`src/shared/afc_pkg.sv`:
```
/*
 Constants, types and carriers for the converter front-end control block.
 Assumes one master clock domain; register bus index is 4 bits, data 8 bits.
*/
`default_nettype none
package afc_pkg;
    // ==========================================================
    // Clocking and filter
    localparam int MASTER_HZ     = 2457600;
    localparam int MOD_HZ        = 19200;
    localparam int DATA_RATE_CHZ = 1500;
    localparam int FIR_TAPS      = 1279;
    localparam int MOD_DIV_BASE  = MASTER_HZ / MOD_HZ;
    localparam int CONV_MOD_BASE = MOD_HZ * 100 / DATA_RATE_CHZ;
    localparam logic [1:0] CAL_PERIODS = 2'h2;
    // ==========================================================
    // Register indices
    localparam logic [3:0] A_SETUP = 4'h0;
    localparam logic [3:0] A_ACR   = 4'h2;
    localparam logic [3:0] A_OFS   = 4'h3;
    localparam logic [3:0] A_DIO   = 4'h4;
    localparam logic [3:0] A_DIR   = 4'h5;
    localparam logic [3:0] A_FUNC  = 4'h6;
    localparam logic [3:0] A_CMD   = 4'h8;
    localparam logic [3:0] A_RES2  = 4'h9;
    localparam logic [3:0] A_RES1  = 4'hA;
    localparam logic [3:0] A_RES0  = 4'hB;
    localparam logic [3:0] A_SPI   = 4'hC;
    // ==========================================================
    // Field positions
    localparam int SETUP_SENSOR_BREAK_CURRENT_ENABLE = 3;
    localparam int ACR_RDY    = 7;
    localparam int ACR_SPEED  = 5;
    localparam int ACR_INPUT_BUFFER_ENABLE  = 4;
    localparam int ACR_RANGE  = 2;
    // ==========================================================
    // Commands and values
    localparam logic [7:0] CMD_SELF_FULL = 8'h01;
    localparam logic [7:0] CMD_SELF_GAIN = 8'h02;
    localparam logic [7:0] CMD_SELF_OFS  = 8'h03;
    localparam logic [7:0] CMD_SYS_OFS   = 8'h04;
    localparam logic [7:0] CMD_SYS_GAIN  = 8'h05;
    localparam logic [23:0] FULL_SCALE   = 24'h7FFFFF;
    localparam logic [7:0] RST_DIR       = 8'hFF;
    localparam logic [7:0] RST_FUNC      = 8'h00;
    localparam logic [2:0] RST_GAIN      = 3'h0;
    localparam logic [7:0] RST_GFACT     = 8'h01;
    // ==========================================================
    // Types
    typedef enum logic [2:0] {
        CAL_IDLE = 3'b001,
        CAL_OFS  = 3'b010,
        CAL_GAIN = 3'b100
    } afc_cal_t;

    typedef struct packed {
        logic [3:0] addr;
        logic [7:0] wdata;
        logic       wr;
        logic       rd;
    } afc_bus_t;

    typedef struct packed {
        logic [7:0] oe;
        logic [7:0] val;
    } afc_dio_t;

    typedef struct packed {
        logic [1:0]  input_buffer_enable_s;
        logic [1:0]  pol_s;
        logic [2:0]  sclk_s;
        logic [1:0]  din_s;
        logic [1:0]  cs_s;
        logic [1:0]  open_s;
        logic [7:0]  dio_s1;
        logic [7:0]  dio_s2;
        logic        sensor_break_current_enable;
        logic [2:0]  gain;
        logic [7:0]  gfact;
        logic        speed;
        logic        input_buffer_enable;
        logic        range;
        logic [1:0]  rate;
        logic        buf_on;
        logic [7:0]  ofs;
        logic [7:0]  dout;
        logic [7:0]  dir;
        logic [7:0]  func;
        afc_dio_t    drv;
        logic [7:0]  rdata;
        logic [8:0]  div_cnt;
        logic [12:0] per_cnt;
        logic [23:0] acc;
        logic [23:0] result;
        logic        rdy_n;
        logic [23:0] ofs_coef;
        logic [23:0] gain_coef;
        afc_cal_t    cal;
        logic        cal_both;
        logic        cal_self;
        logic [1:0]  cal_left;
        logic [7:0]  rx_sh;
        logic [2:0]  rx_cnt;
        logic [7:0]  rx_byte;
    } afc_state_t;
endpackage : afc_pkg
`default_nettype wire

```
`src/rtl/afc_frontend.sv`:
```
/*
 Front-end control of a delta-sigma converter: setup, buffer, gain, offset
 correction, modulator divider, decimation timing, calibration sequencing,
 dual-purpose pins and the slave-only serial receiver.
 Assumes mclk_i is the master clock and the modulator bitstream is synchronous.
*/
// The strobed register port and the address map were chosen for this implementation.
// What this block does
// - Sensor-break bit switches both input current sources on, clear switches off.
// - Open sensor with sources on reports positive full-scale code.
// - Buffer on only when buffer pin high and buffer bit one.
// - Eight selectable gains, powers of two from 1 to 128.
// - Offset value is 8-bit sign-magnitude, bit 7 direction.
// - Modulator clock is master clock divided; speed bit halves it.
// - Rate codes 00, 01, 10 give full, half and quarter output rate.
// - Decimation sums 1279 modulator bits per 1280-sample window, the last bit is dropped; rate tracks master clock.
// - Full, gain-only and offset-only self calibration; single ones take two periods.
// - System offset and gain calibration, two periods each.
// - Calibration end drives result-ready low.
// - Each pin selectable analog or digital; analog after reset.
// - Analog pin ignores its direction and data bits.
// - Digital input pin returns sampled level in data bit.
// - Digital output pin driven from its data bit.
// - Digital pins can still be converted as a test mode.
// - Serial port is slave only, never makes a clock.
// - Serial port supports both clock polarities via polarity pin.
// - Polarity low samples falling edge, high samples rising edge.
// - Result-ready state mirrored in bit 7 of analog control word.
// - Gain field is power-of-two exponent, 000 is gain 1 default.
`default_nettype none
module afc_frontend #(
    parameter int MOD_DIV  = afc_pkg::MOD_DIV_BASE,
    parameter int CONV_MOD = afc_pkg::CONV_MOD_BASE
) (
    input  wire logic            mclk_i,
    input  wire logic            rst_n_i,
    input  wire logic            ce_i,
    input  wire afc_pkg::afc_bus_t bus_i,
    output logic [7:0]           rd_data_o,
    input  wire logic            buf_pin_i,
    input  wire logic            sensor_open_i,
    input  wire logic            mod_bit_i,
    input  wire logic [7:0]      dio_i,
    output afc_pkg::afc_dio_t    dio_o,
    input  wire logic            sclk_i,
    input  wire logic            pol_i,
    input  wire logic            sdin_i,
    input  wire logic            cs_n_i,
    output logic                 result_ready_n_o,
    output logic                 burnout_pos_o,
    output logic                 burnout_neg_o,
    output logic                 buffer_on_o,
    output logic [7:0]           gain_factor_o,
    output logic                 offset_neg_o,
    output logic [6:0]           offset_mag_o,
    output logic                 cal_internal_o,
    output logic [23:0]          result_o,
    output logic [23:0]          gain_coef_o
);
    // ==========================================================
    // State
    afc_pkg::afc_state_t st_reg;
    afc_pkg::afc_state_t st_next;

    logic [8:0]  div_lim;
    logic [12:0] per_lim;
    logic        mod_tick;
    logic        per_end;
    logic        sclk_act;
    logic [23:0] corr;

    function automatic logic [7:0] pin_read(input logic [7:0] func, input logic [7:0] dir,
                                            input logic [7:0] lvl, input logic [7:0] dat);
        pin_read = (func & dir & lvl) | (~(func & dir) & dat);
    endfunction : pin_read

    // ==========================================================
    // Timing
    // Rate code 11 is taken as the slowest rate
    always_comb
    begin
        div_lim  = 9'(MOD_DIV << st_reg.speed) - 9'h001;
        per_lim  = 13'(CONV_MOD << (st_reg.rate[1] ? 2 : st_reg.rate)) - 13'h0001;
        mod_tick = (st_reg.div_cnt == div_lim);
        per_end  = mod_tick && (st_reg.per_cnt == per_lim);
        // Active edge from the two settled stages only
        sclk_act = (st_reg.sclk_s[1] != st_reg.sclk_s[2]) && (st_reg.sclk_s[1] == st_reg.pol_s[1]);
        corr     = st_reg.acc - st_reg.ofs_coef;
    end

    // ==========================================================
    // Next state
    always_comb
    begin
        st_next = st_reg;
        st_next.input_buffer_enable_s = {st_reg.input_buffer_enable_s[0], buf_pin_i};
        st_next.pol_s   = {st_reg.pol_s[0], pol_i};
        st_next.sclk_s  = {st_reg.sclk_s[1:0], sclk_i};
        st_next.din_s   = {st_reg.din_s[0], sdin_i};
        st_next.cs_s    = {st_reg.cs_s[0], cs_n_i};
        st_next.open_s  = {st_reg.open_s[0], sensor_open_i};
        st_next.dio_s1  = dio_i;
        st_next.dio_s2  = st_reg.dio_s1;

        // Register writes
        if (bus_i.wr)
        begin
            unique case (bus_i.addr)
                afc_pkg::A_SETUP:
                begin
                    st_next.sensor_break_current_enable = bus_i.wdata[afc_pkg::SETUP_SENSOR_BREAK_CURRENT_ENABLE];
                    st_next.gain = bus_i.wdata[2:0];
                end
                afc_pkg::A_ACR:
                begin
                    st_next.speed = bus_i.wdata[afc_pkg::ACR_SPEED];
                    st_next.input_buffer_enable = bus_i.wdata[afc_pkg::ACR_INPUT_BUFFER_ENABLE];
                    st_next.range = bus_i.wdata[afc_pkg::ACR_RANGE];
                    st_next.rate  = bus_i.wdata[1:0];
                end
                afc_pkg::A_OFS:  st_next.ofs  = bus_i.wdata;
                afc_pkg::A_DIO:  st_next.dout = bus_i.wdata;
                afc_pkg::A_DIR:  st_next.dir  = bus_i.wdata;
                afc_pkg::A_FUNC: st_next.func = bus_i.wdata;
                default: ;
            endcase
        end
        st_next.gfact = 8'(8'h01 << st_next.gain);

        // Register reads, data valid the cycle after the strobe
        if (bus_i.rd)
        begin
            unique case (bus_i.addr)
                afc_pkg::A_SETUP: st_next.rdata = {4'h0, st_reg.sensor_break_current_enable, st_reg.gain};
                afc_pkg::A_ACR:   st_next.rdata = {st_reg.rdy_n, 1'b0, st_reg.speed, st_reg.input_buffer_enable,
                                                   1'b0, st_reg.range, st_reg.rate};
                afc_pkg::A_OFS:   st_next.rdata = st_reg.ofs;
                afc_pkg::A_DIO:   st_next.rdata = pin_read(st_reg.func, st_reg.dir,
                                                           st_reg.dio_s2, st_reg.dout);
                afc_pkg::A_DIR:   st_next.rdata = st_reg.dir;
                afc_pkg::A_FUNC:  st_next.rdata = st_reg.func;
                afc_pkg::A_RES2:  st_next.rdata = st_reg.result[23:16];
                afc_pkg::A_RES1:  st_next.rdata = st_reg.result[15:8];
                afc_pkg::A_RES0:  st_next.rdata = st_reg.result[7:0];
                afc_pkg::A_SPI:   st_next.rdata = st_reg.rx_byte;
                default:          st_next.rdata = 8'h00;
            endcase
            if (bus_i.addr == afc_pkg::A_RES0)
            begin
                st_next.rdy_n = 1'b1;
            end
        end

        // Pins: analog pins stay undriven whatever dir and data hold
        st_next.drv.oe  = st_next.func & ~st_next.dir;
        st_next.drv.val = st_next.func & ~st_next.dir & st_next.dout;
        st_next.buf_on  = st_reg.input_buffer_enable_s[1] & st_next.input_buffer_enable;

        // Modulator divider and decimation window
        st_next.div_cnt = mod_tick ? 9'h000 : st_reg.div_cnt + 9'h001;
        if (mod_tick)
        begin
            // Pin function does not gate the converter path
            st_next.acc     = st_reg.acc + (mod_bit_i ? 24'h000001 : 24'hFFFFFF);
            st_next.per_cnt = per_end ? 13'h0000 : st_reg.per_cnt + 13'h0001;
        end
        if (per_end)
        begin
            st_next.acc = 24'h000000;
            unique case (st_reg.cal)
                afc_pkg::CAL_IDLE:
                begin
                    st_next.result = (st_reg.sensor_break_current_enable && st_reg.open_s[1]) ? afc_pkg::FULL_SCALE : corr;
                    st_next.rdy_n  = 1'b0;
                end
                afc_pkg::CAL_OFS:
                begin
                    st_next.cal_left = st_reg.cal_left - 2'h1;
                    if (st_reg.cal_left == 2'h1)
                    begin
                        st_next.ofs_coef = st_reg.acc;
                        st_next.cal_left = afc_pkg::CAL_PERIODS;
                        st_next.cal      = st_reg.cal_both ? afc_pkg::CAL_GAIN : afc_pkg::CAL_IDLE;
                        st_next.rdy_n    = st_reg.cal_both;
                    end
                end
                afc_pkg::CAL_GAIN:
                begin
                    st_next.cal_left = st_reg.cal_left - 2'h1;
                    if (st_reg.cal_left == 2'h1)
                    begin
                        st_next.gain_coef = corr;
                        st_next.cal       = afc_pkg::CAL_IDLE;
                        st_next.rdy_n     = 1'b0;
                    end
                end
            endcase
        end

        // Calibration commands restart the window so periods are whole
        if (bus_i.wr && bus_i.addr == afc_pkg::A_CMD)
        begin
            st_next.cal_left = afc_pkg::CAL_PERIODS;
            st_next.cal_both = 1'b0;
            st_next.cal_self = 1'b1;
            unique case (bus_i.wdata)
                afc_pkg::CMD_SELF_FULL:
                begin
                    st_next.cal      = afc_pkg::CAL_OFS;
                    st_next.cal_both = 1'b1;
                end
                afc_pkg::CMD_SELF_GAIN: st_next.cal = afc_pkg::CAL_GAIN;
                afc_pkg::CMD_SELF_OFS:  st_next.cal = afc_pkg::CAL_OFS;
                afc_pkg::CMD_SYS_OFS:
                begin
                    st_next.cal      = afc_pkg::CAL_OFS;
                    st_next.cal_self = 1'b0;
                end
                afc_pkg::CMD_SYS_GAIN:
                begin
                    st_next.cal      = afc_pkg::CAL_GAIN;
                    st_next.cal_self = 1'b0;
                end
                default: st_next.cal_left = st_reg.cal_left;
            endcase
            if (st_next.cal != afc_pkg::CAL_IDLE)
            begin
                st_next.acc     = 24'h000000;
                st_next.per_cnt = 13'h0000;
                st_next.div_cnt = 9'h000;
            end
        end
        if (st_next.cal != afc_pkg::CAL_IDLE)
        begin
            st_next.rdy_n = 1'b1;
        end
        else
        begin
            st_next.cal_self = 1'b0;
        end

        // Serial receiver, sampled only; no clock is ever driven
        if (st_reg.cs_s[1])
        begin
            st_next.rx_cnt = 3'h0;
        end
        else if (sclk_act)
        begin
            st_next.rx_sh  = {st_reg.rx_sh[6:0], st_reg.din_s[1]};
            st_next.rx_cnt = st_reg.rx_cnt + 3'h1;
            if (st_reg.rx_cnt == 3'h7)
            begin
                st_next.rx_byte = {st_reg.rx_sh[6:0], st_reg.din_s[1]};
            end
        end
    end

    // ==========================================================
    // Registers
    always_ff @(posedge mclk_i)
    begin
        if (!rst_n_i)
        begin
            st_reg       <= '0;
            st_reg.gain  <= afc_pkg::RST_GAIN;
            st_reg.gfact <= afc_pkg::RST_GFACT;
            st_reg.dir   <= afc_pkg::RST_DIR;
            st_reg.func  <= afc_pkg::RST_FUNC;
            st_reg.rdy_n <= 1'b1;
            st_reg.cal   <= afc_pkg::CAL_IDLE;
        end
        else if (ce_i)
        begin
            st_reg <= st_next;
        end
    end

    assign rd_data_o        = st_reg.rdata;
    assign dio_o            = st_reg.drv;
    assign result_ready_n_o = st_reg.rdy_n;
    assign burnout_pos_o    = st_reg.sensor_break_current_enable;
    assign burnout_neg_o    = st_reg.sensor_break_current_enable;
    assign buffer_on_o      = st_reg.buf_on;
    assign gain_factor_o    = st_reg.gfact;
    assign offset_neg_o     = st_reg.ofs[7];
    assign offset_mag_o     = st_reg.ofs[6:0];
    assign cal_internal_o   = st_reg.cal_self;
    assign result_o         = st_reg.result;
    assign gain_coef_o      = st_reg.gain_coef;
endmodule : afc_frontend
`default_nettype wire

```
`config.mk`:
```
export PLATFORM = sky130hd
export DESIGN_NAME = afc_frontend
export DESIGN_NICKNAME = d
export VERILOG_FILES = /design/src/shared/afc_pkg.sv /design/src/rtl/afc_frontend.sv
export SDC_FILE = /design/constraint.sdc
export NUM_CORES = 1
export LEC_CHECK = 0
export BUFFER_PORTS_ARGS = -buffer_cell sky130_fd_sc_hd__buf_2
export CAP_MARGIN = 25
export CORE_MARGIN = 3
export CORE_UTILIZATION = 32
export DETAILED_ROUTE_END_ITERATION = 8
export PLACE_DENSITY = 0.48
export RECOVER_POWER = 25
export SLEW_MARGIN = 30
export SYNTH_ARGS = -nofsm -noshare
export SYNTH_HDL_FRONTEND = slang
export SYNTH_SLANG_ARGS = --single-unit
```
`constraint.sdc`:
```
create_clock -name mclk_i -period 4.85 [get_ports mclk_i]
set_input_delay 1.2125 -clock mclk_i [delete_from_list [all_inputs] [get_ports mclk_i]]
set_output_delay 1.2125 -clock mclk_i [all_outputs]
set_load 0.05 [all_outputs]
```
; After elaboration in Yosys (flattened, before gate mapping)
; Index checks and enable logic that the tools add are counted.
[word_totals]
reg_bits = 247
in_bits = 32
output_inout_bits = 93
word_cells = 155
[classes]
n_addsub = 8
eq_ne = 28
n_shift = 3
n_mux = 44
bitwise_logic = 10
reduce_logical = 25
[op_table]
columns = operator, count
row1 = 24-bit 2-to-1 mux, 6
row2 = 100-bit 2-to-1 mux, 1
row3 = 46-bit 2-to-1 mux, 2
row4 = 8-bit one-hot mux with 10 select lines, 1
row5 = 8-bit AND, 5
row6 = 37-bit 2-to-1 mux, 1
row7 = 8-bit 2-to-1 mux, 4
row8 = 27-bit 2-to-1 mux, 1
row9 = 25-bit 2-to-1 mux, 1
row10 = 24-bit adder, 1
row11 = 24-bit subtractor, 1
row12 = "4-bit equality test, second input constant", 5
row13 = 3-bit 2-to-1 mux, 6
row14 = "8-bit by 2-bit equality test with 1-bit output, second input constant", 2
row15 = "8-bit by 3-bit equality test with 1-bit output, second input constant", 2
row16 = 8-bit inverter, 2
row17 = 4-bit AND reduction, 4
row18 = 3-bit AND reduction, 5
row19 = "13-bit by 1-bit adder with 13-bit output, second input constant", 1
row20 = 13-bit equality test, 1
row21 = 13-bit 2-to-1 mux, 1
row22 = "11-bit by 2-bit left shift with 13-bit output, first input constant", 1
row23 = "13-bit by 1-bit subtractor with 13-bit output, second input constant", 1
row24 = "4-bit by 3-bit equality test with 1-bit output, second input constant", 3
row25 = 37 further kinds, 60

; Depth between registers and ports, before layout
[logic_depth]
word_depth = 14
mapped_depth = 13
depth_no_buf = 12

; Worst setup path before layout
; Ideal clock, no wire load.
[synth_timing]
path_type = input to register
startpoint = in mod_bit_i
endpoint = reg st_reg[119] in the netlist's numbering
setup_time_ns = 0.091
arrival_ns = 3.735
t_required_ns = 4.759
slack_ns = 1.024
path_stages = 11
n_path_buf = 1
path_cell_list = inv_1 > ha_1 > clkbuf_1 > a21oi_1 > nor2_1 > a2111oi_0 > a21boi_0 > nor2b_1 > o21ai_0 > nand3_1 > a311oi_1
[synth_between]
elab_chain_cells = 6
[synth_lines]
columns = item, line_no
row1 = "start, declared", afc_frontend.sv:42  ; input wire logic mod_bit_i,
row2 = 24-bit 2-to-1 mux *, afc_frontend.sv:164  ; st_next.acc = st_reg.acc + (mod_bit_i ? 24'h000001 : 24'hFFFFFF);
row3 = 24-bit adder *, afc_frontend.sv:164
row4 = 37-bit 2-to-1 mux *, afc_frontend.sv:161  ; if (mod_tick)
row5 = 100-bit 2-to-1 mux *, afc_frontend.sv:167  ; if (per_end)
row6 = 46-bit 2-to-1 mux, afc_frontend.sv:226  ; if (st_next.cal != afc_pkg::CAL_IDLE)
row7 = 46-bit 2-to-1 mux *, afc_frontend.sv:201  ; if (bus_i.wr && bus_i.addr == afc_pkg::A_CMD)
row8 = "end signal, assigned", afc_frontend.sv:274  ; st_reg <= st_next;
row9 = "end, declared", afc_frontend.sv:62  ; afc_pkg::afc_state_t st_reg;
; Every way passes the cells marked *; elsewhere a longest branch is shown, timed or not.
; A chain may end at the register's enable or synchronous reset.

==> results.py <==
metrics = {
    "pwr": {
        "leakage_nw": 6.06,
        "total_power_mw": 4.72,
        "ir_drop_v": 0.000252,
        "p_per_area_mw_per_mm2": 320,
    },
    "logic_synthesis": {
        "synth-edff-count": 0,
        "synth_area_leaders": "dfxtp_1, mux2i_1, nor2_1, buf_4, ha_1",
        "syn_inst": 1622,
        "yosysMostFrequentCell": "dfxtp_1",
        "synth_flop_cell": "dfxtp_1",
        "yosys_warnings": 0,
        "ys_seq_area_share_pct": 37.1,
        "synth_area_leader_cell": "dfxtp_1",
        "syn_area_mm2": 0.0133,
        "yosysTopAreaCellShare_pct": 37.1,
        "ys_ff_latch": 247,
        "avgSynthCellArea_um2": 8.22,
        "async_flop_share_pct": 0,
        "synth_top_cells_by_count": "dfxtp_1, nor2_1, nand2_1, a21oi_1, mux2i_1",
        "synth_nets": 1707,
        "yosys.cell_types.count": 81,
    },
    "setup_path": {
        "cp_data_arrival_time_ns": 4.49,
        "crit_cells": 5,
        "reg2reg_setup_slack_ns": 0.92,
        "start_kind": "primary input",
        "worstSetupPathType": "primary input to flip-flop",
        "cp-startpoint": "rst_n_i",
        "cp_cell_sequence": "clkbuf_1 > inv_1 > buf_4 > nor2_1 > a32o_1",
        "cpLargestDelayFamily": "buffers and inverters",
        "cp-endpoint": "st_reg[115]",
        "rr_worst_depth": 9,
        "critPathMaxFanout": 75,
        "max_stage_delay_ns": 2.09,
        "cp.required_ns": 5.30,
        "r2r_start": "st_reg[131]",
        "regToRegEndpoint": "st_reg[122]",
        "slowest_stage": "inv_1",
        "worst_setup_path_end_kind": "flip-flop",
        "critical_path_buf_inv_count": 3,
    },
    "layout": {
        "area_growth_pct": 10.4,
        "fin_cells": 2172,
        "largest_register_ffs": 140,
        "nFillCells": 4279,
        "nets": 1702,
        "drive_above_1_share_pct": 9.70,
        "diodes": 0,
    },
    "die": {
        "rows": 74,
        "dieArea_mm2": 0.0442,
        "ios": 125,
        "die_x_um": 210,
        "die_h_um": 210,
        "initial_core_util_pct": 32.5,
        "core_mm2": 0.0410,
    },
    "timing": {
        "fmax_mhz": 248,
        "tns_ns": 0,
        "fin_skew_ns": 0.0119,
        "period_share_pct": 83.2,
        "timing.final.ws_setup_ns": 0.814,
        "grt_setup_unrepaired": "no",
        "slew_viol_final": 75,
        "finalCriticalPeriod_ns": 4.04,
        "hold_viol_final": 0,
        "finalSetupViolCount": 0,
        "worst_pin_slew_ns": 2.81,
        "slew_headroom_pct": -87.6,
    },
    "detailed_routing": {
        "drtIter0Drc": 867,
        "detail-route-antenna-nets": 0,
        "wl_per_cell_um": 18.5,
        "vias": 11400,
        "wl_mm": 40.2,
        "route.detailed.drc": 0,
        "detail_route.first_pass.iterations": 5,
        "routed_via_density": 5.24,
    },
    "worst_hold_path": {
        "hold_class": "flip-flop to flip-flop",
        "holdPathStages": 2,
    },
    "placed_design": {
        "place_congestion": 0.879,
        "dpl.hpwl_mm": 29.4,
        "dp.cells": 2117,
        "io_buffers": 124,
        "preCtsSetupSlack_ns": 0.567,
    },
    "global_route": {
        "antenna_found_initial": 0,
        "grt_pass1_wl_mm": 62.5,
        "grt_max_degree": 76,
        "grt_pass1_vias": 10700,
        "overflow": 0,
        "track_usage_pct": 17.6,
    },
    "clock_tree": {
        "clock_latency_ns": 0.57,
        "cts_sinks": 247,
        "cts_repair_resize_count": 0,
        "cts_tree": "yes",
        "cts_setup_buffers": 0,
        "cts_buffer_depth": 3,
        "cts.clk_slew.worst_paths_ns": 0.06,
        "cts_buffers": 30,
        "root_buffer": "clkbuf_16",
        "cts_max_level": 1,
        "hold_buffers": 0,
    },
    "outcome": {
        "status": "finished, violations left",
        "violations": "capacitance limit, slew limit",
    },
    "job": {
        "maxCapViolations": 1,
    },
}
## cell usage in the layout, fill, tap and decap left out, drive strengths merged, types with 4 or more instances in the layout
cell type / n
a22oi: 37
o221a: 14
nand2: 142
dfxtp: 247
o211ai: 10
a21oi: 117
buf: 89
a22o: 5
inv: 48
nor3: 23
o211a: 6
o21ai: 66
nor3b: 4
or3: 6
o21bai: 6
nand2b: 12
bufinv: 4
nand4: 7
mux2i: 98
nor2: 244
clkinv: 8
and3: 21
clkbuf: 93
a31oi: 12
a21o: 19
nand3b: 4
xnor2: 29
nor4: 5
nor2b: 17
ha: 51
xor2: 13
o21a: 8
a211oi: 30
a32oi: 6
nand3: 56
o22ai: 9
and2: 9
a222oi: 8
o22a: 4
## worst reg2reg max path, stage by stage (launching register included)
cell and delay [ns]:
dfxtp_1 0.36, or4b_1 0.54, a2111oi_1 0.46, o2111ai_1 0.49, o31a_1 0.46, nor4_4 0.32, a21o_2 0.25, nand3_2 0.40
nor4_1 0.43, o22a_1 0.17
## stage by stage
stage	cell area [µm²]	util (%)	hold WS (ns)
2_1_floorplan	13300	-	0.436
3_3_place_gp	13700	33.5	0.445
3_5_place_dp	13700	33.5	0.444
4_1_cts	14800	36.1	0.452
5_1_grt	14700	35.9	0.470
6_report	14700	35.9	0.454
## worst min path at each step
stage                                 to            from
after CTS                 gain_coef_o[4]  gain_coef_o[4]
after global placement    gain_coef_o[4]  gain_coef_o[4]
final                     gain_coef_o[4]  gain_coef_o[4]
after floorplan               st_reg[17]      st_reg[17]
after detailed placement  gain_coef_o[4]  gain_coef_o[4]
after global routing      gain_coef_o[4]  gain_coef_o[4]
## per-layer routing
layer / global-route usage (%) / share of wire (%)
met5: 0 / 0
met4: 6.07 / 3.7
met3: 2.41 / 5.2
met2: 28.1 / 44
met1: 24.7 / 47
## layout make-up
class                      count  area (µm²)  share of cell area, %
timing repair buffer         141         698                   4.74
inverter                      48         180                   1.22
clock buffer                  41         863                   5.86
sequential                   247        4940                   33.6
tap                          532         666                   4.52
clock inverter                14         190                   1.29
multi-input combinational   1149        7180                   48.8
## logic make-up after synthesis
kind of cell	count (synthesis)	synth area share, %
buf+inv	226	9.06
flops	247	37.1
simple gates	564	19.0
fa+ha+maj	53	5.09
compound gates	391	19.6
mux	99	7.44
xor+xnor	42	2.76
## power breakdown
part	internal [mW]	switching, mW	total (mW)
clock network	1.46	0.914	2.37
registers	2.05	0.0233	2.08
logic	0.0821	0.186	0.268
Note: power is estimated with default switching activity, not from simulation.
